File: config.mk
export PLATFORM = sky130hd
export DESIGN_NAME = bwt_top
export DESIGN_NICKNAME = d
export VERILOG_FILES = /design/src/rtl/bwt_pkg.sv /design/src/rtl/bwt_top.sv
export SDC_FILE = /design/constraint.sdc
export NUM_CORES = 2
export LEC_CHECK = 0
export BUFFER_PORTS_ARGS = -buffer_cell sky130_fd_sc_hd__buf_2
export CAP_MARGIN = 20
export CORE_MARGIN = 5
export CORE_UTILIZATION = 50
export CTS_CLUSTER_DIAMETER = 100
export DETAILED_ROUTE_END_ITERATION = 8
export PLACE_DENSITY = 0.78
export SLEW_MARGIN = 0
export SYNTH_ARGS = -nofsm -noshare
export SYNTH_HDL_FRONTEND = slang
export SYNTH_SLANG_ARGS = --single-unit
File: constraint.sdc
create_clock -name CORE_CLK -period 10.4 [get_ports CORE_CLK]
set_clock_uncertainty 0.15 [all_clocks]
set_input_delay 1.04 -clock CORE_CLK [delete_from_list [all_inputs] [get_ports CORE_CLK]]
set_output_delay 1.04 -clock CORE_CLK [all_outputs]
set_load 0.01 [all_outputs]
File: src/rtl/bwt_pkg.sv
// Constants and types of the branch and window trace unit
package bwt_pkg;

   // ************
   // Register map
   // ************
   localparam logic [7:0] REG_CTRL = 8'h00;
   localparam logic [7:0] REG_WA_LO = 8'h04;
   localparam logic [7:0] REG_WA_HI = 8'h08;
   localparam logic [7:0] REG_WB_LO = 8'h0c;
   localparam logic [7:0] REG_WB_HI = 8'h10;
   localparam logic [7:0] REG_WCYC = 8'h14;
   localparam logic [7:0] REG_BSTAT = 8'h18;
   localparam logic [7:0] REG_BSEL = 8'h1c;
   localparam logic [7:0] REG_BSRC = 8'h20;
   localparam logic [7:0] REG_BDST = 8'h24;

   // ************
   // Field positions and reset values
   // ************
   localparam int CTL_BR = 0;
   localparam int CTL_WA = 1;
   localparam int CTL_WB = 2;
   localparam int CTL_SW = 3;
   localparam int CTL_RT = 4;
   localparam int CTL_NRM = 5;
   localparam int CTL_SUB = 6;
   localparam int CTL_EXC = 7;
   localparam int CTL_CONT = 8;
   localparam int ST_CNT = 4;
   localparam int ST_FILL = 8;
   localparam int ST_FULL = 12;
   localparam int ST_PEND = 16;
   localparam int ST_BUSY = 17;
   localparam logic [8:0] CTRL_RST = 9'h000;
   localparam logic [3:0] WCYC_RST = 4'hf;
   localparam logic [31:0] WIN_RST = 32'h0000_0000;

   // ************
   // Buffer and record sizes
   // ************
   localparam int BUF_DEPTH = 8;
   localparam logic [2:0] FILL_MAX = 3'h4;
   localparam logic [1:0] SZ_4 = 2'h0;
   localparam logic [1:0] SZ_8 = 2'h1;
   localparam logic [1:0] SZ_16 = 2'h2;
   localparam logic [1:0] SZ_32 = 2'h3;
   localparam logic [1:0] HT_BR = 2'h0;
   localparam logic [1:0] HT_WA = 2'h1;
   localparam logic [1:0] HT_WB = 2'h2;
   localparam logic [1:0] HT_SW = 2'h3;

   // ************
   // Types
   // ************
   typedef enum logic [3:0] {
      K_BRANCH_IF_FALSE = 4'h0, K_DELAYED_BRANCH_IF_FALSE = 4'h1,
      K_DELAYED_BRANCH_IF_TRUE = 4'h2, K_RELATIVE_BRANCH = 4'h3,
      K_REGISTER_RELATIVE_BRANCH = 4'h4, K_REGISTER_INDIRECT_JUMP = 4'h5,
      K_RELATIVE_CALL = 4'h6, K_REGISTER_RELATIVE_CALL = 4'h7,
      K_REGISTER_INDIRECT_CALL = 4'h8, K_SUBROUTINE_RETURN = 4'h9,
      K_EXCEPTION_RETURN = 4'ha, K_EXCEPTION_ENTRY = 4'hb, K_OTHER = 4'hf
   } bwt_kind_t;
   typedef enum logic [1:0] {CLS_NONE, CLS_NORMAL, CLS_SUB, CLS_EXC} bwt_class_t;
   typedef enum logic {S_IDLE = 1'b0, S_SEND = 1'b1} bwt_state_t;
   typedef struct packed {logic vld; bwt_kind_t kind;
      logic [31:0] src; logic [31:0] dst;} bwt_br_t;
   typedef struct packed {logic vld; logic write; logic [31:0] addr;} bwt_mem_t;
   typedef struct packed {logic vld; logic [31:0] pc; logic [31:0] gpr;} bwt_sw_t;
   typedef struct packed {logic [67:0] nib; logic [4:0] cnt;} bwt_rec_t;

endpackage : bwt_pkg

File: src/rtl/bwt_top.sv
// Branch and window trace unit with port serializer and branch buffer
//
// Behaviour
// - With port branch trace on, every taken branch sends its source and target address.
// - Two window channels A and B capture accesses whose address lies in their range.
// - Each window channel qualifies reads, writes or both by its cycle type bits.
// - Each window channel has its own enable and captures nothing while it is clear.
// - With software trace on, a trace instruction with no traced branch in the same cycle sends its program counter and one register.
// - Branch sources are sent as 16, 8 or 4 low bits when the upper bits match the last one.
// - Window addresses are compressed the same way against the last window address sent.
// - The internal buffer keeps source and target of the latest eight qualifying branches.
// - The normal class enable qualifies conditional, relative, register and indirect jumps.
// - The subroutine class enable qualifies all calls and subroutine returns.
// - The exception class enable qualifies exception returns and exception entries.
// - Continuous mode lets the buffer be filled and drained up to four times per session.
// - Continuous mode stalls the processor while a full buffer waits to be drained.
// - A record arriving while the port is busy stalls the processor, or is dropped in realtime.
`timescale 1ns/1ns
`default_nettype none
module bwt_top (
   input wire logic CORE_CLK,
   input wire logic RST_N,
   input wire logic PSEL,
   input wire logic PENABLE,
   input wire logic PWRITE,
   input wire logic [7:0] PADDR,
   input wire logic [31:0] PWDATA,
   output logic [31:0] PRDATA,
   output logic PREADY,
   output logic PSLVERR,
   input wire bwt_pkg::bwt_br_t BR_EVT,
   input wire bwt_pkg::bwt_mem_t MEM_EVT,
   input wire bwt_pkg::bwt_sw_t SW_EVT,
   input wire logic TRACE_CLK,
   output logic [3:0] TRACE_DATA,
   output logic TRACE_SYNC_N,
   output logic CPU_STALL
);

   // ************
   // Functions
   // ************
   function automatic logic [1:0] size_of(input logic [31:0] a, input logic [31:0] r,
                                          input logic v);
      logic [1:0] s;
      s = bwt_pkg::SZ_32;
      if (v && a[31:4] == r[31:4]) begin
         s = bwt_pkg::SZ_4;
      end else if (v && a[31:8] == r[31:8]) begin
         s = bwt_pkg::SZ_8;
      end else if (v && a[31:16] == r[31:16]) begin
         s = bwt_pkg::SZ_16;
      end
      return s;
   endfunction : size_of

   function automatic bwt_pkg::bwt_rec_t mk_rec(input logic [1:0] ht, input logic [1:0] sz,
                                                input logic [31:0] a, input logic [31:0] b,
                                                input logic two);
      bwt_pkg::bwt_rec_t r;
      logic [3:0] n;
      logic [31:0] m;
      n = 4'h8;
      m = 32'hffff_ffff;
      case (sz)
         bwt_pkg::SZ_4: begin
            n = 4'h1;
            m = 32'h0000_000f;
         end
         bwt_pkg::SZ_8: begin
            n = 4'h2;
            m = 32'h0000_00ff;
         end
         bwt_pkg::SZ_16: begin
            n = 4'h4;
            m = 32'h0000_ffff;
         end
         default: begin
            n = 4'h8;
            m = 32'hffff_ffff;
         end
      endcase
      r.nib = {64'h0, ht, sz} | ({36'h0, a & m} << 4);
      if (two) begin
         r.nib = r.nib | ({36'h0, b} << (4 + 4 * n));
      end
      r.cnt = 5'h1 + {1'b0, n} + (two ? 5'h8 : 5'h0);
      return r;
   endfunction : mk_rec

   function automatic bwt_pkg::bwt_class_t kind_class(input bwt_pkg::bwt_kind_t k);
      case (k)
         bwt_pkg::K_BRANCH_IF_FALSE, bwt_pkg::K_DELAYED_BRANCH_IF_FALSE,
         bwt_pkg::K_DELAYED_BRANCH_IF_TRUE, bwt_pkg::K_RELATIVE_BRANCH,
         bwt_pkg::K_REGISTER_RELATIVE_BRANCH,
         bwt_pkg::K_REGISTER_INDIRECT_JUMP: return bwt_pkg::CLS_NORMAL;
         bwt_pkg::K_RELATIVE_CALL, bwt_pkg::K_REGISTER_RELATIVE_CALL,
         bwt_pkg::K_REGISTER_INDIRECT_CALL,
         bwt_pkg::K_SUBROUTINE_RETURN: return bwt_pkg::CLS_SUB;
         bwt_pkg::K_EXCEPTION_RETURN, bwt_pkg::K_EXCEPTION_ENTRY: return bwt_pkg::CLS_EXC;
         default: return bwt_pkg::CLS_NONE;
      endcase
   endfunction : kind_class

   function automatic logic win_hit(input logic en, input logic [31:0] lo, input logic [31:0] hi,
                                    input logic [1:0] cyc, input bwt_pkg::bwt_mem_t m);
      return en && m.vld && m.addr >= lo && m.addr <= hi
             && (m.write ? cyc[1] : cyc[0]);
   endfunction : win_hit

   // ************
   // Registers
   // ************
   logic [8:0] ctrl_r;
   logic [31:0] wa_lo_r, wa_hi_r, wb_lo_r, wb_hi_r;
   logic [3:0] wcyc_r;
   logic [2:0] bsel_r;
   logic [31:0] buf_src [bwt_pkg::BUF_DEPTH];
   logic [31:0] buf_dst [bwt_pkg::BUF_DEPTH];
   logic [2:0] wptr_r;
   logic [3:0] bcnt_r;
   logic [2:0] fills_r;
   logic full_r;
   logic [31:0] br_ref_r, win_ref_r;
   logic br_ref_vld_r, win_ref_vld_r;
   logic tck_s1_r, tck_s2_r, tck_s3_r, tck_lvl_r;
   bwt_pkg::bwt_state_t st_r;
   logic [67:0] sh_r;
   logic [4:0] cnt_r;
   logic first_r;
   bwt_pkg::bwt_rec_t pend_r;
   logic pend_vld_r;
   logic pready_r, pslverr_r, stall_r, sync_n_r;
   logic [31:0] prdata_r;
   logic [3:0] data_r;

   // ************
   // Combinational decode
   // ************
   logic tck_rise, apb_acc, apb_done, mapped, wr_ctrl, wr_ack, buf_take, last_nib;
   logic accept_now, accept_pend, cand_vld, upd_br, upd_win, pend_vld_nxt;
   logic wa_hit, wb_hit;
   bwt_pkg::bwt_rec_t cand;
   logic [31:0] rd_mux;
   bwt_pkg::bwt_class_t br_cls;

   assign tck_rise = tck_s2_r == tck_s3_r && tck_s2_r && !tck_lvl_r;
   assign apb_acc = PSEL && PENABLE && !pready_r;
   assign apb_done = PSEL && PENABLE && pready_r && PWRITE && mapped;
   assign wr_ctrl = apb_done && PADDR == bwt_pkg::REG_CTRL;
   assign wr_ack = apb_done && PADDR == bwt_pkg::REG_BSTAT && PWDATA[0];
   assign wa_hit = win_hit(ctrl_r[bwt_pkg::CTL_WA], wa_lo_r, wa_hi_r, wcyc_r[1:0], MEM_EVT);
   assign wb_hit = win_hit(ctrl_r[bwt_pkg::CTL_WB], wb_lo_r, wb_hi_r, wcyc_r[3:2], MEM_EVT);
   assign br_cls = kind_class(BR_EVT.kind);
   assign last_nib = st_r == bwt_pkg::S_SEND && tck_rise && cnt_r == 5'h1;

   always_comb begin
      cand = '0;
      cand_vld = 1'b0;
      upd_br = 1'b0;
      upd_win = 1'b0;
      if (ctrl_r[bwt_pkg::CTL_BR] && BR_EVT.vld) begin
         cand = mk_rec(bwt_pkg::HT_BR, size_of(BR_EVT.src, br_ref_r, br_ref_vld_r),
                       BR_EVT.src, BR_EVT.dst, 1'b1);
         cand_vld = 1'b1;
         upd_br = 1'b1;
      end else if (ctrl_r[bwt_pkg::CTL_SW] && SW_EVT.vld) begin
         cand = mk_rec(bwt_pkg::HT_SW, bwt_pkg::SZ_32, SW_EVT.pc, SW_EVT.gpr, 1'b1);
         cand_vld = 1'b1;
      end else if (wa_hit || wb_hit) begin
         cand = mk_rec(wa_hit ? bwt_pkg::HT_WA : bwt_pkg::HT_WB,
                       size_of(MEM_EVT.addr, win_ref_r, win_ref_vld_r),
                       MEM_EVT.addr, 32'h0, 1'b0);
         cand_vld = 1'b1;
         upd_win = 1'b1;
      end
   end

   assign accept_now = cand_vld && st_r == bwt_pkg::S_IDLE && !pend_vld_r;
   assign accept_pend = cand_vld && st_r == bwt_pkg::S_SEND && !pend_vld_r
                        && !ctrl_r[bwt_pkg::CTL_RT];
   assign pend_vld_nxt = accept_pend || (pend_vld_r && !last_nib && st_r == bwt_pkg::S_SEND);

   always_comb begin
      mapped = 1'b1;
      rd_mux = 32'h0;
      case (PADDR)
         bwt_pkg::REG_CTRL: rd_mux = {23'h0, ctrl_r};
         bwt_pkg::REG_WA_LO: rd_mux = wa_lo_r;
         bwt_pkg::REG_WA_HI: rd_mux = wa_hi_r;
         bwt_pkg::REG_WB_LO: rd_mux = wb_lo_r;
         bwt_pkg::REG_WB_HI: rd_mux = wb_hi_r;
         bwt_pkg::REG_WCYC: rd_mux = {28'h0, wcyc_r};
         bwt_pkg::REG_BSTAT: begin
            rd_mux[2:0] = wptr_r;
            rd_mux[bwt_pkg::ST_CNT +: 4] = bcnt_r;
            rd_mux[bwt_pkg::ST_FILL +: 3] = fills_r;
            rd_mux[bwt_pkg::ST_FULL] = full_r;
            rd_mux[bwt_pkg::ST_PEND] = pend_vld_r;
            rd_mux[bwt_pkg::ST_BUSY] = st_r == bwt_pkg::S_SEND;
         end
         bwt_pkg::REG_BSEL: rd_mux = {29'h0, bsel_r};
         bwt_pkg::REG_BSRC: rd_mux = buf_src[bsel_r];
         bwt_pkg::REG_BDST: rd_mux = buf_dst[bsel_r];
         default: mapped = 1'b0;
      endcase
   end

   // ************
   // APB slave
   // ************
   always_ff @(posedge CORE_CLK) begin
      if (!RST_N) begin
         pready_r <= 1'b0;
         pslverr_r <= 1'b0;
         prdata_r <= 32'h0;
      end else begin
         pready_r <= apb_acc;
         pslverr_r <= apb_acc && !mapped;
         prdata_r <= (apb_acc && !PWRITE) ? rd_mux : 32'h0;
      end
   end

   always_ff @(posedge CORE_CLK) begin
      if (!RST_N) begin
         ctrl_r <= bwt_pkg::CTRL_RST;
         wa_lo_r <= bwt_pkg::WIN_RST;
         wa_hi_r <= bwt_pkg::WIN_RST;
         wb_lo_r <= bwt_pkg::WIN_RST;
         wb_hi_r <= bwt_pkg::WIN_RST;
         wcyc_r <= bwt_pkg::WCYC_RST;
         bsel_r <= 3'h0;
      end else if (apb_done) begin
         case (PADDR)
            bwt_pkg::REG_CTRL: ctrl_r <= PWDATA[8:0];
            bwt_pkg::REG_WA_LO: wa_lo_r <= PWDATA;
            bwt_pkg::REG_WA_HI: wa_hi_r <= PWDATA;
            bwt_pkg::REG_WB_LO: wb_lo_r <= PWDATA;
            bwt_pkg::REG_WB_HI: wb_hi_r <= PWDATA;
            bwt_pkg::REG_WCYC: wcyc_r <= PWDATA[3:0];
            bwt_pkg::REG_BSEL: bsel_r <= PWDATA[2:0];
            default: ;
         endcase
      end
   end

   // ************
   // Trace clock synchroniser
   // ************
   always_ff @(posedge CORE_CLK) begin
      if (!RST_N) begin
         tck_s1_r <= 1'b0;
         tck_s2_r <= 1'b0;
         tck_s3_r <= 1'b0;
         tck_lvl_r <= 1'b0;
      end else begin
         tck_s1_r <= TRACE_CLK;
         tck_s2_r <= tck_s1_r;
         tck_s3_r <= tck_s2_r;
         if (tck_s2_r == tck_s3_r) begin
            tck_lvl_r <= tck_s3_r;
         end
      end
   end

   // ************
   // Compression references
   // ************
   always_ff @(posedge CORE_CLK) begin
      if (!RST_N) begin
         br_ref_r <= 32'h0;
         win_ref_r <= 32'h0;
         br_ref_vld_r <= 1'b0;
         win_ref_vld_r <= 1'b0;
      end else if (accept_now || accept_pend) begin
         if (upd_br) begin
            br_ref_r <= BR_EVT.src;
            br_ref_vld_r <= 1'b1;
         end
         if (upd_win) begin
            win_ref_r <= MEM_EVT.addr;
            win_ref_vld_r <= 1'b1;
         end
      end
   end

   // ************
   // Port serializer
   // ************
   always_ff @(posedge CORE_CLK) begin
      if (!RST_N) begin
         pend_r <= '0;
         pend_vld_r <= 1'b0;
      end else begin
         pend_vld_r <= pend_vld_nxt;
         if (accept_pend) begin
            pend_r <= cand;
         end
      end
   end

   always_ff @(posedge CORE_CLK) begin
      if (!RST_N) begin
         st_r <= bwt_pkg::S_IDLE;
         sh_r <= 68'h0;
         cnt_r <= 5'h0;
         first_r <= 1'b0;
         data_r <= 4'h0;
         sync_n_r <= 1'b1;
      end else begin
         case (st_r)
            bwt_pkg::S_IDLE: begin
               if (tck_rise) begin
                  data_r <= 4'h0;
                  sync_n_r <= 1'b1;
               end
               if (accept_now || pend_vld_r) begin
                  st_r <= bwt_pkg::S_SEND;
                  sh_r <= pend_vld_r ? pend_r.nib : cand.nib;
                  cnt_r <= pend_vld_r ? pend_r.cnt : cand.cnt;
                  first_r <= 1'b1;
               end
            end
            bwt_pkg::S_SEND: begin
               if (tck_rise) begin
                  data_r <= sh_r[3:0];
                  sync_n_r <= !first_r;
                  sh_r <= sh_r >> 4;
                  cnt_r <= cnt_r - 5'h1;
                  first_r <= 1'b0;
                  if (last_nib && pend_vld_r) begin
                     sh_r <= pend_r.nib;
                     cnt_r <= pend_r.cnt;
                     first_r <= 1'b1;
                  end else if (last_nib) begin
                     st_r <= bwt_pkg::S_IDLE;
                  end
               end
            end
            default: st_r <= bwt_pkg::S_IDLE;
         endcase
      end
   end

   // ************
   // Internal branch buffer
   // ************
   assign buf_take = BR_EVT.vld && !full_r && fills_r < bwt_pkg::FILL_MAX
                     && ((br_cls == bwt_pkg::CLS_NORMAL && ctrl_r[bwt_pkg::CTL_NRM])
                     || (br_cls == bwt_pkg::CLS_SUB && ctrl_r[bwt_pkg::CTL_SUB])
                     || (br_cls == bwt_pkg::CLS_EXC && ctrl_r[bwt_pkg::CTL_EXC]));

   always_ff @(posedge CORE_CLK) begin
      if (buf_take) begin
         buf_src[wptr_r] <= BR_EVT.src;
         buf_dst[wptr_r] <= BR_EVT.dst;
      end
   end

   always_ff @(posedge CORE_CLK) begin
      if (!RST_N) begin
         wptr_r <= 3'h0;
         bcnt_r <= 4'h0;
         fills_r <= 3'h0;
         full_r <= 1'b0;
      end else if (wr_ctrl) begin
         wptr_r <= 3'h0;
         bcnt_r <= 4'h0;
         fills_r <= 3'h0;
         full_r <= 1'b0;
      end else if (wr_ack && full_r) begin
         wptr_r <= 3'h0;
         bcnt_r <= 4'h0;
         full_r <= 1'b0;
      end else if (buf_take) begin
         wptr_r <= wptr_r + 3'h1;
         if (bcnt_r != 4'h8) begin
            bcnt_r <= bcnt_r + 4'h1;
         end
         if (ctrl_r[bwt_pkg::CTL_CONT] && bcnt_r == 4'h7) begin
            full_r <= 1'b1;
            fills_r <= fills_r + 3'h1;
         end
      end
   end

   // ************
   // Processor stall and outputs
   // ************
   always_ff @(posedge CORE_CLK) begin
      if (!RST_N) begin
         stall_r <= 1'b0;
      end else begin
         stall_r <= pend_vld_nxt
                    || (ctrl_r[bwt_pkg::CTL_CONT] && full_r && !wr_ack && !wr_ctrl);
      end
   end

   assign PRDATA = prdata_r;
   assign PREADY = pready_r;
   assign PSLVERR = pslverr_r;
   assign TRACE_DATA = data_r;
   assign TRACE_SYNC_N = sync_n_r;
   assign CPU_STALL = stall_r;

endmodule : bwt_top
`default_nettype wire

Word level (Yosys, flattened, before mapping)
Memories as Yosys holds them, arrays and structs flattened. A register that Yosys moved wholly into a read port is not among the register bits.
Index checks and enable logic that the tools add are counted.
Storage, ports and cells
  logic and storage cells: 258
  memory bits (writable): 512
  bits of input ports: 214
  memories: 3
  bits in latches: 0
  memory bits (read-only): 32
  bits in registers: 414
  output and inout port bits: 40
Cells by class
  $add $sub $neg: 11
  multiplexer cells: 78
  reductions and logical operators: 88
  divide/modulo/power cells: 0
  $lt $le $gt $ge: 5
  shift-type cells: 2
  multiply operators: 0
  bitwise operators: 10
  eq/ne operators: 29
Memories
  buf_dst: depth 8, bits a word 32, rd ports 1, clocked after memory_dff 1, write ports 1, line bwt_top.sv:119  | logic [31:0] buf_dst [bwt_pkg::BUF_DEPTH];
  buf_src: depth 8, bits a word 32, rd ports 1, clocked after memory_dff 1, write ports 1, line bwt_top.sv:118  | logic [31:0] buf_src [bwt_pkg::BUF_DEPTH];
  (no name shown): depth 16, bits a word 2, rd ports 1, clocked after memory_dff 0, write ports 0, line bwt_top.sv:92  | case (k)
Operators by type and width (number)
  $mux W68: 4
  $mux W32: 6
  $pmux W32 S3: 2
  $mux W73: 2
  $or A36 B68 Y68: 2
  $pmux W68 S2: 1
  $shl A32 B7 Y68: 2
  $and A32 B32 Y32: 3
  $pmux W14 S6: 1
  $ge A32 B32 Y1: 2
  $le A32 B32 Y1: 2
  $eq A28 B28 Y1: 2
  $pmux W7 S8: 1
  $logic_and A1 B1 Y1: 49
  $eq A24 B24 Y1: 2
  $mux W41: 1
  $or A2 B36 Y36: 1
  $or A4 B36 Y36: 1
  $eq A16 B16 Y1: 2
  $eq A8 B5 Y1 const B: 4
  $mux W4: 8
  $pmux W3 S10: 1
  $reduce_and A2 Y1: 14
  $pmux W4 S3: 2
  39 further kinds: 108

Longest topological paths before layout
  depth in word-level cells: 21
  depth in mapped cells: 14
  depth with buffers taken out: 11

Worst setup path before layout
OpenSTA, ideal clock, no wires.
  path type: input to register
  from: input port BR_EVT[65] in the netlist's numbering
  to: memory buf_dst[2][0], enable pin
  path buffers: 0
  arrival time: 6501 ps
  setup slack: 3171 ps
  library setup time: 578 ps
  data required time: 9672 ps
  cell stages on the path: 5
  cells stage by stage: mux2i_1 -> o21ai_0 -> nand4_1 -> or2_2 -> nor3b_1
Between the ends
  cells in the longest elaborated chain, start to end: 8
  elaborated cells between the ends (all ways): 12
  classes of those cells: eq/ne: 3; mux: 2; reduce/logical: 6; memory: 1
RTL lines
  start, declared: line bwt_top.sv:31  | input wire bwt_pkg::bwt_br_t BR_EVT,
  $mem_v2 Z16 W2 *
  $eq A2 B1 Y1 / $eq A2 B2 Y1 (equally long branches): line bwt_top.sv:349, bwt_top.sv:350
  $logic_and A1 B1 Y1, on equally long branches: line bwt_top.sv:349, bwt_top.sv:350
  $logic_or A1 B1 Y1: line bwt_top.sv:350  | || (br_cls == bwt_pkg::CLS_SUB && ctrl_r[bwt_pkg::CTL_SUB])
  $logic_or A1 B1 Y1 *: line bwt_top.sv:351  | || (br_cls == bwt_pkg::CLS_EXC && ctrl_r[bwt_pkg::CTL_EXC]));
  $logic_and A1 B1 Y1 *: line bwt_top.sv:349  | && ((br_cls == bwt_pkg::CLS_NORMAL && ctrl_r[bwt_pkg::CTL_NRM])
  $mux W1 *: line bwt_top.sv:354  | if (buf_take) begin
  $mux W1 (implied by the code) *: line bwt_top.sv:356  | buf_dst[wptr_r] <= BR_EVT.dst;
  end, declared: line bwt_top.sv:119
Mark *: on every way between the ends. The rest lies on a longest branch, timed or not.

Worst setup path in the final report
  from: input port MEM_EVT[13] in the netlist's numbering
  to: register pend_r[36] in the netlist's numbering
Between the ends
  cells in the longest elaborated chain, start to end: 17
  elaborated cells between the ends (all ways): 38
  classes of those cells: order compare: 4; eq/ne: 4; mux: 15; bitwise: 2; reduce/logical: 13
RTL lines
  start, declared: line bwt_top.sv:32  | input wire bwt_pkg::bwt_mem_t MEM_EVT,
  $eq A24 B24 Y1: line bwt_top.sv:49  | end else if (v && a[31:8] == r[31:8]) begin
  $logic_and A1 B1 Y1: line bwt_top.sv:49
  $mux W2: line bwt_top.sv:49
  $mux W2: line bwt_top.sv:47  | if (v && a[31:4] == r[31:4]) begin
  $mux W2: line bwt_top.sv:170  | end else if (wa_hit || wb_hit) begin
  $mux W2: line bwt_top.sv:167  | end else if (ctrl_r[bwt_pkg::CTL_SW] && SW_EVT.vld) begin
  $mux W2: line bwt_top.sv:162  | if (ctrl_r[bwt_pkg::CTL_BR] && BR_EVT.vld) begin
  $eq A2 B2 Y1, or another cell as far along: line bwt_top.sv:65  | case (sz)
  $pmux W32 S3: line bwt_top.sv:65
  $mux W32: line bwt_top.sv:170
  $mux W32: line bwt_top.sv:167
  $mux W32: line bwt_top.sv:162
  $and A32 B32 Y32: line bwt_top.sv:83  | r.nib = {64'h0, ht, sz} | ({36'h0, a & m} << 4);
  $or A4 B36 Y36: line bwt_top.sv:83
  $mux W41: line bwt_top.sv:170
  $mux W73: line bwt_top.sv:167
  $mux W73: line bwt_top.sv:162
  end signal, assigned: line bwt_top.sv:297  | pend_r <= cand;
  end, declared: line bwt_top.sv:131  | bwt_pkg::bwt_rec_t pend_r;
Several ways; a longest one is shown, not always the timed one. The select of a mux whose other input is x is not followed.
A chain may end at the register's enable or synchronous reset.

==> metrics.md <==
| Metric | Value |
|---|---|
| Fin crit period | 5.45 ns |
| Hpwl dp | 84000 um |
| Cell area after synthesis | 41400 um^2 |
| Worst-path clk slew | 0.06 ns |
| Largest net degree at the start of global routing | 130 |
| Initial Util | 50.4% |
| Sequential fraction of the synthesis area | 56.9% |
| Post-route ant nets | 0 |
| Outcome | complete, but fails checks |
| Gr ovfl total | 0 |
| Worst Setup End Kind | flip-flop |
| Cts bufs inserted | 91 |
| Most common cell on crit path | buf_4 |
| RSZ-0062 raised after global routing | false |
| Resize count post-CTS | 0 |
| GRT met2 Usage | 42.6% |
| Top cell types by occurrence after synthesis | 512 x edfxtp_1, 506 x nand2_1, 409 x dfxtp_1, 326 x a21oi_1, 188 x nor2_1 |
| Leakage Power | 0.0153 uW |
| Met3 Use GR | 6.95% |
| Final setup fails | 0 |
| Via density | 6.46 |
| FF+latch count, synth | 921 |
| Post CTS Setup Buffer Count | 0 |
| Flop2flop setup slack | 5.16 ns |
| Die X | 298 um |
| Placement Cell Area | 43500 um^2 |
| Layout area overhead | 12.3% |
| CP startpoint kind | input pin |
| Final hold vios | 0 |
| Slowest CP cell | buf_4 |
| Core Area | 82100 um^2 |
| EDFF count, synth | 512 |
| Netlist cell types | 76 |
| Most frequent cell after synthesis | edfxtp_1 |
| Worst-skew pair later-pin latency | 0.67 ns |
| Slew margin rel. | 17.9% |
| Total GRT Usage | 28.1% |
| Setup TNS | 0 ns |
| Fill cells | 6480 |
| # IOs | 254 |
| Avg Inst Size Synth | 11.6 um^2 |
| Top cells by area, synth | edfxtp_1 37%, dfxtp_1 20%, mux4_2 7.0% |
| Post-Synthesis Cells | 3563 |
| Routing usage on met1 | 37.0% |
| Crit Path Category | input pin to flip-flop |
| Max-slew violations | 0 |
| Worst Path Required | 10.74 ns |
| Synth top area share | 37.1% |
| CP Max Fanout | 72 |
| Final clock period utilization by the worst path | 52.4% |
| R2r endpoint | pend_r[36] |
| Die ar. | 88700 um^2 |
| Synth Warn # | 0 |
| Max IR drop VDD | 0.000124 V |
| Max-cap viol count | 0 |
| # DRC | 4 |
| Buffers on Ports | 252 |
| Top delay family on crit path | compound AO/OA/AOI/OAI gates |
| Reg2Reg Depth | 13 |
| Pre-Repair DR Iteration Count | 9 |
| Failing checks | design-rule violations |
| Root buffer cell | clkbuf_16 |
| Post-layout nets | 4067 |
| Die H | 298 um |
| Max Root-Sink Buffers | 3 |
| Gr busiest metal | met2 |
| FF/Latch Area | 23600 um^2 |
| Asr flop ratio synth | 0% |
| Post-synth top flop | edfxtp_1 |
| Worst Path Arrival | 5.79 ns |
| Fin util | 56.6% |
| Htree depth | 3 |
| Fmax | 0.183 GHz |
| Number of DRC markers in iteration 0 | 4619 |
| Multi-input gate area | 16400 um^2 |
| Vias | 31500 |
| Slew @ Worst Pin | 1.23 ns |
| Clk sinks | 921 |
| Vias in the first global route | 29800 |
| Post-cts hold buffer count | 0 |
| Pwr dens | 160 nW/um^2 |
| Hold Path Class | flip-flop to flip-flop |
| Total nets after synthesis | 3912 |
| Yosys top cell by area | edfxtp_1 |
| Reg-to-Reg Start | wb_lo_r[13] |
| Num rows | 105 |
| Crit path from | MEM_EVT[13] |
| CP Depth | 13 |
| Worst Setup EP | pend_r[36] |
| Total power | 7430 uW |
| TritonCTS clock tree | done |
| Layout cell share with drive strength beyond 1 | 16.4% |
| Placer congestion estimate | 0.929 |
| DRT Wirelength | 130000 um |
| Buf/Inv on CP | 3 |
| First-pass GRT wire length | 191000 um |
| Initial antenna violation count | 17 |
| DR WL/cell | 26.6 um |
| Design area | 46500 um^2 |
| Ordered list of cells on the worst path | buf_2, ha_1, nand4_1, or3_1, a221oi_1, o31ai_1, o211ai_1, a22oi_4, a21oi_4, buf_4, buf_4, mux2i_1, nor2_1 |
| Slowest Stage Delay on Critical Path | 0.71 ns |
==> flip-flops by register name (all words and copies together) (netlist names), 4 cells and up, named ones only <==
name,flops
wcyc_r,4
pend_r,73
ctrl_r,9
wb_hi_r,32
sh_r,68
buf_dst,256
cnt_r,5
win_ref_r,28
PRDATA,32
wa_lo_r,32
TRACE_DATA,4
bcnt_r,4
wa_hi_r,32
wb_lo_r,32
buf_src,256
br_ref_r,28
==> power breakdown <==
group | total [uW] | switching, uW | internal, uW | leakage [uW]
Sequential | 3850 | 4.04 | 3850 | 0.00791
Combinational | 302 | 215 | 86.7 | 0.00593
Clock | 3280 | 1440 | 1840 | 0.00144
Total | 7430 | 1660 | 5770 | 0.0153
==> cells in the final DEF (no fill, tap or decap), types with 56 or more instances in the layout <==
cell type	count
edfxtp_1	512
nand2_1	503
clkbuf_16	91
mux2i_1	155
buf_2	252
dfxtp_1	406
mux4_2	128
inv_1	141
o21ai_0	109
ha_1	135
a31oi_1	56
nor2_1	182
a211oi_1	57
a21oi_1	324
==> worst min path at each step <==
stage	slack, ns	from	cells after the start	endpoint
after global placement	0.26	tck_s1_r	1	tck_s2_r
final	0.28	tck_s1_r	1	tck_s2_r
after global routing	0.31	tck_s1_r	1	tck_s2_r
after floorplan	0.26	tck_s1_r	1	tck_s2_r
after CTS	0.29	tck_s1_r	1	tck_s2_r
after detailed placement	0.28	tck_s1_r	1	tck_s2_r
==> final cells by class <==
| type | instances | area share, % |
|---|---|---|
| inverter | 144 | 1.18 |
| clock buffer | 116 | 5.21 |
| clock inverter | 51 | 1.17 |
| antenna | 11 | 0.0592 |
| timing repair buffer | 299 | 3.49 |
| sequential | 921 | 50.7 |
| tap | 1070 | 2.88 |
| multi-input combinational | 2261 | 35.3 |
==> per-layer routing <==
layer	share of wire, %	up-vias
met3	13	419
li1	-	13700
met4	7.0	8
met1	36	15200
met5	0.039	-
met2	44	2185
==> worst register-to-register path, delay by kind of cell, from the launching register on <==
kind                       cells  cell delay [ns]
DFF                            1             0.38
and+or+nand+nor                3             0.70
buffers and inverters          3             1.34
AOI/OAI and AO/OA              5             1.97
muxes                          1             0.24
adders and majority gates      1             0.29
==> through the flow <==
stage | hold WS [ns] | setup WS, ns | std cells
floorplan | 0.262 | 3.17 | 3563
global placement | 0.265 | 4.53 | 4694
detailed placement | 0.278 | 4.49 | 4695
CTS | 0.291 | 5.15 | 4862
global route | 0.311 | 4.82 | 4869
finish | 0.284 | 4.95 | 4873
==> cells by family (layout without fill, tap and decap cells) <==
| kind of cell | after synthesis | after routing | share of synthesized area, % |
|---|---|---|---|
| compound gates | 862 | 862 | 13.6 |
| flops | 921 | 921 | 56.9 |
| mux | 290 | 290 | 10.9 |
| buf+inv | 381 | 610 | 3.68 |
| xor+xnor | 64 | 64 | 1.35 |
| simple gates | 910 | 910 | 9.50 |
| other cells | 0 | 11 | 0 |
| fa+ha+maj | 135 | 135 | 4.08 |
No activity file was read; power rests on OpenSTA's default activity.
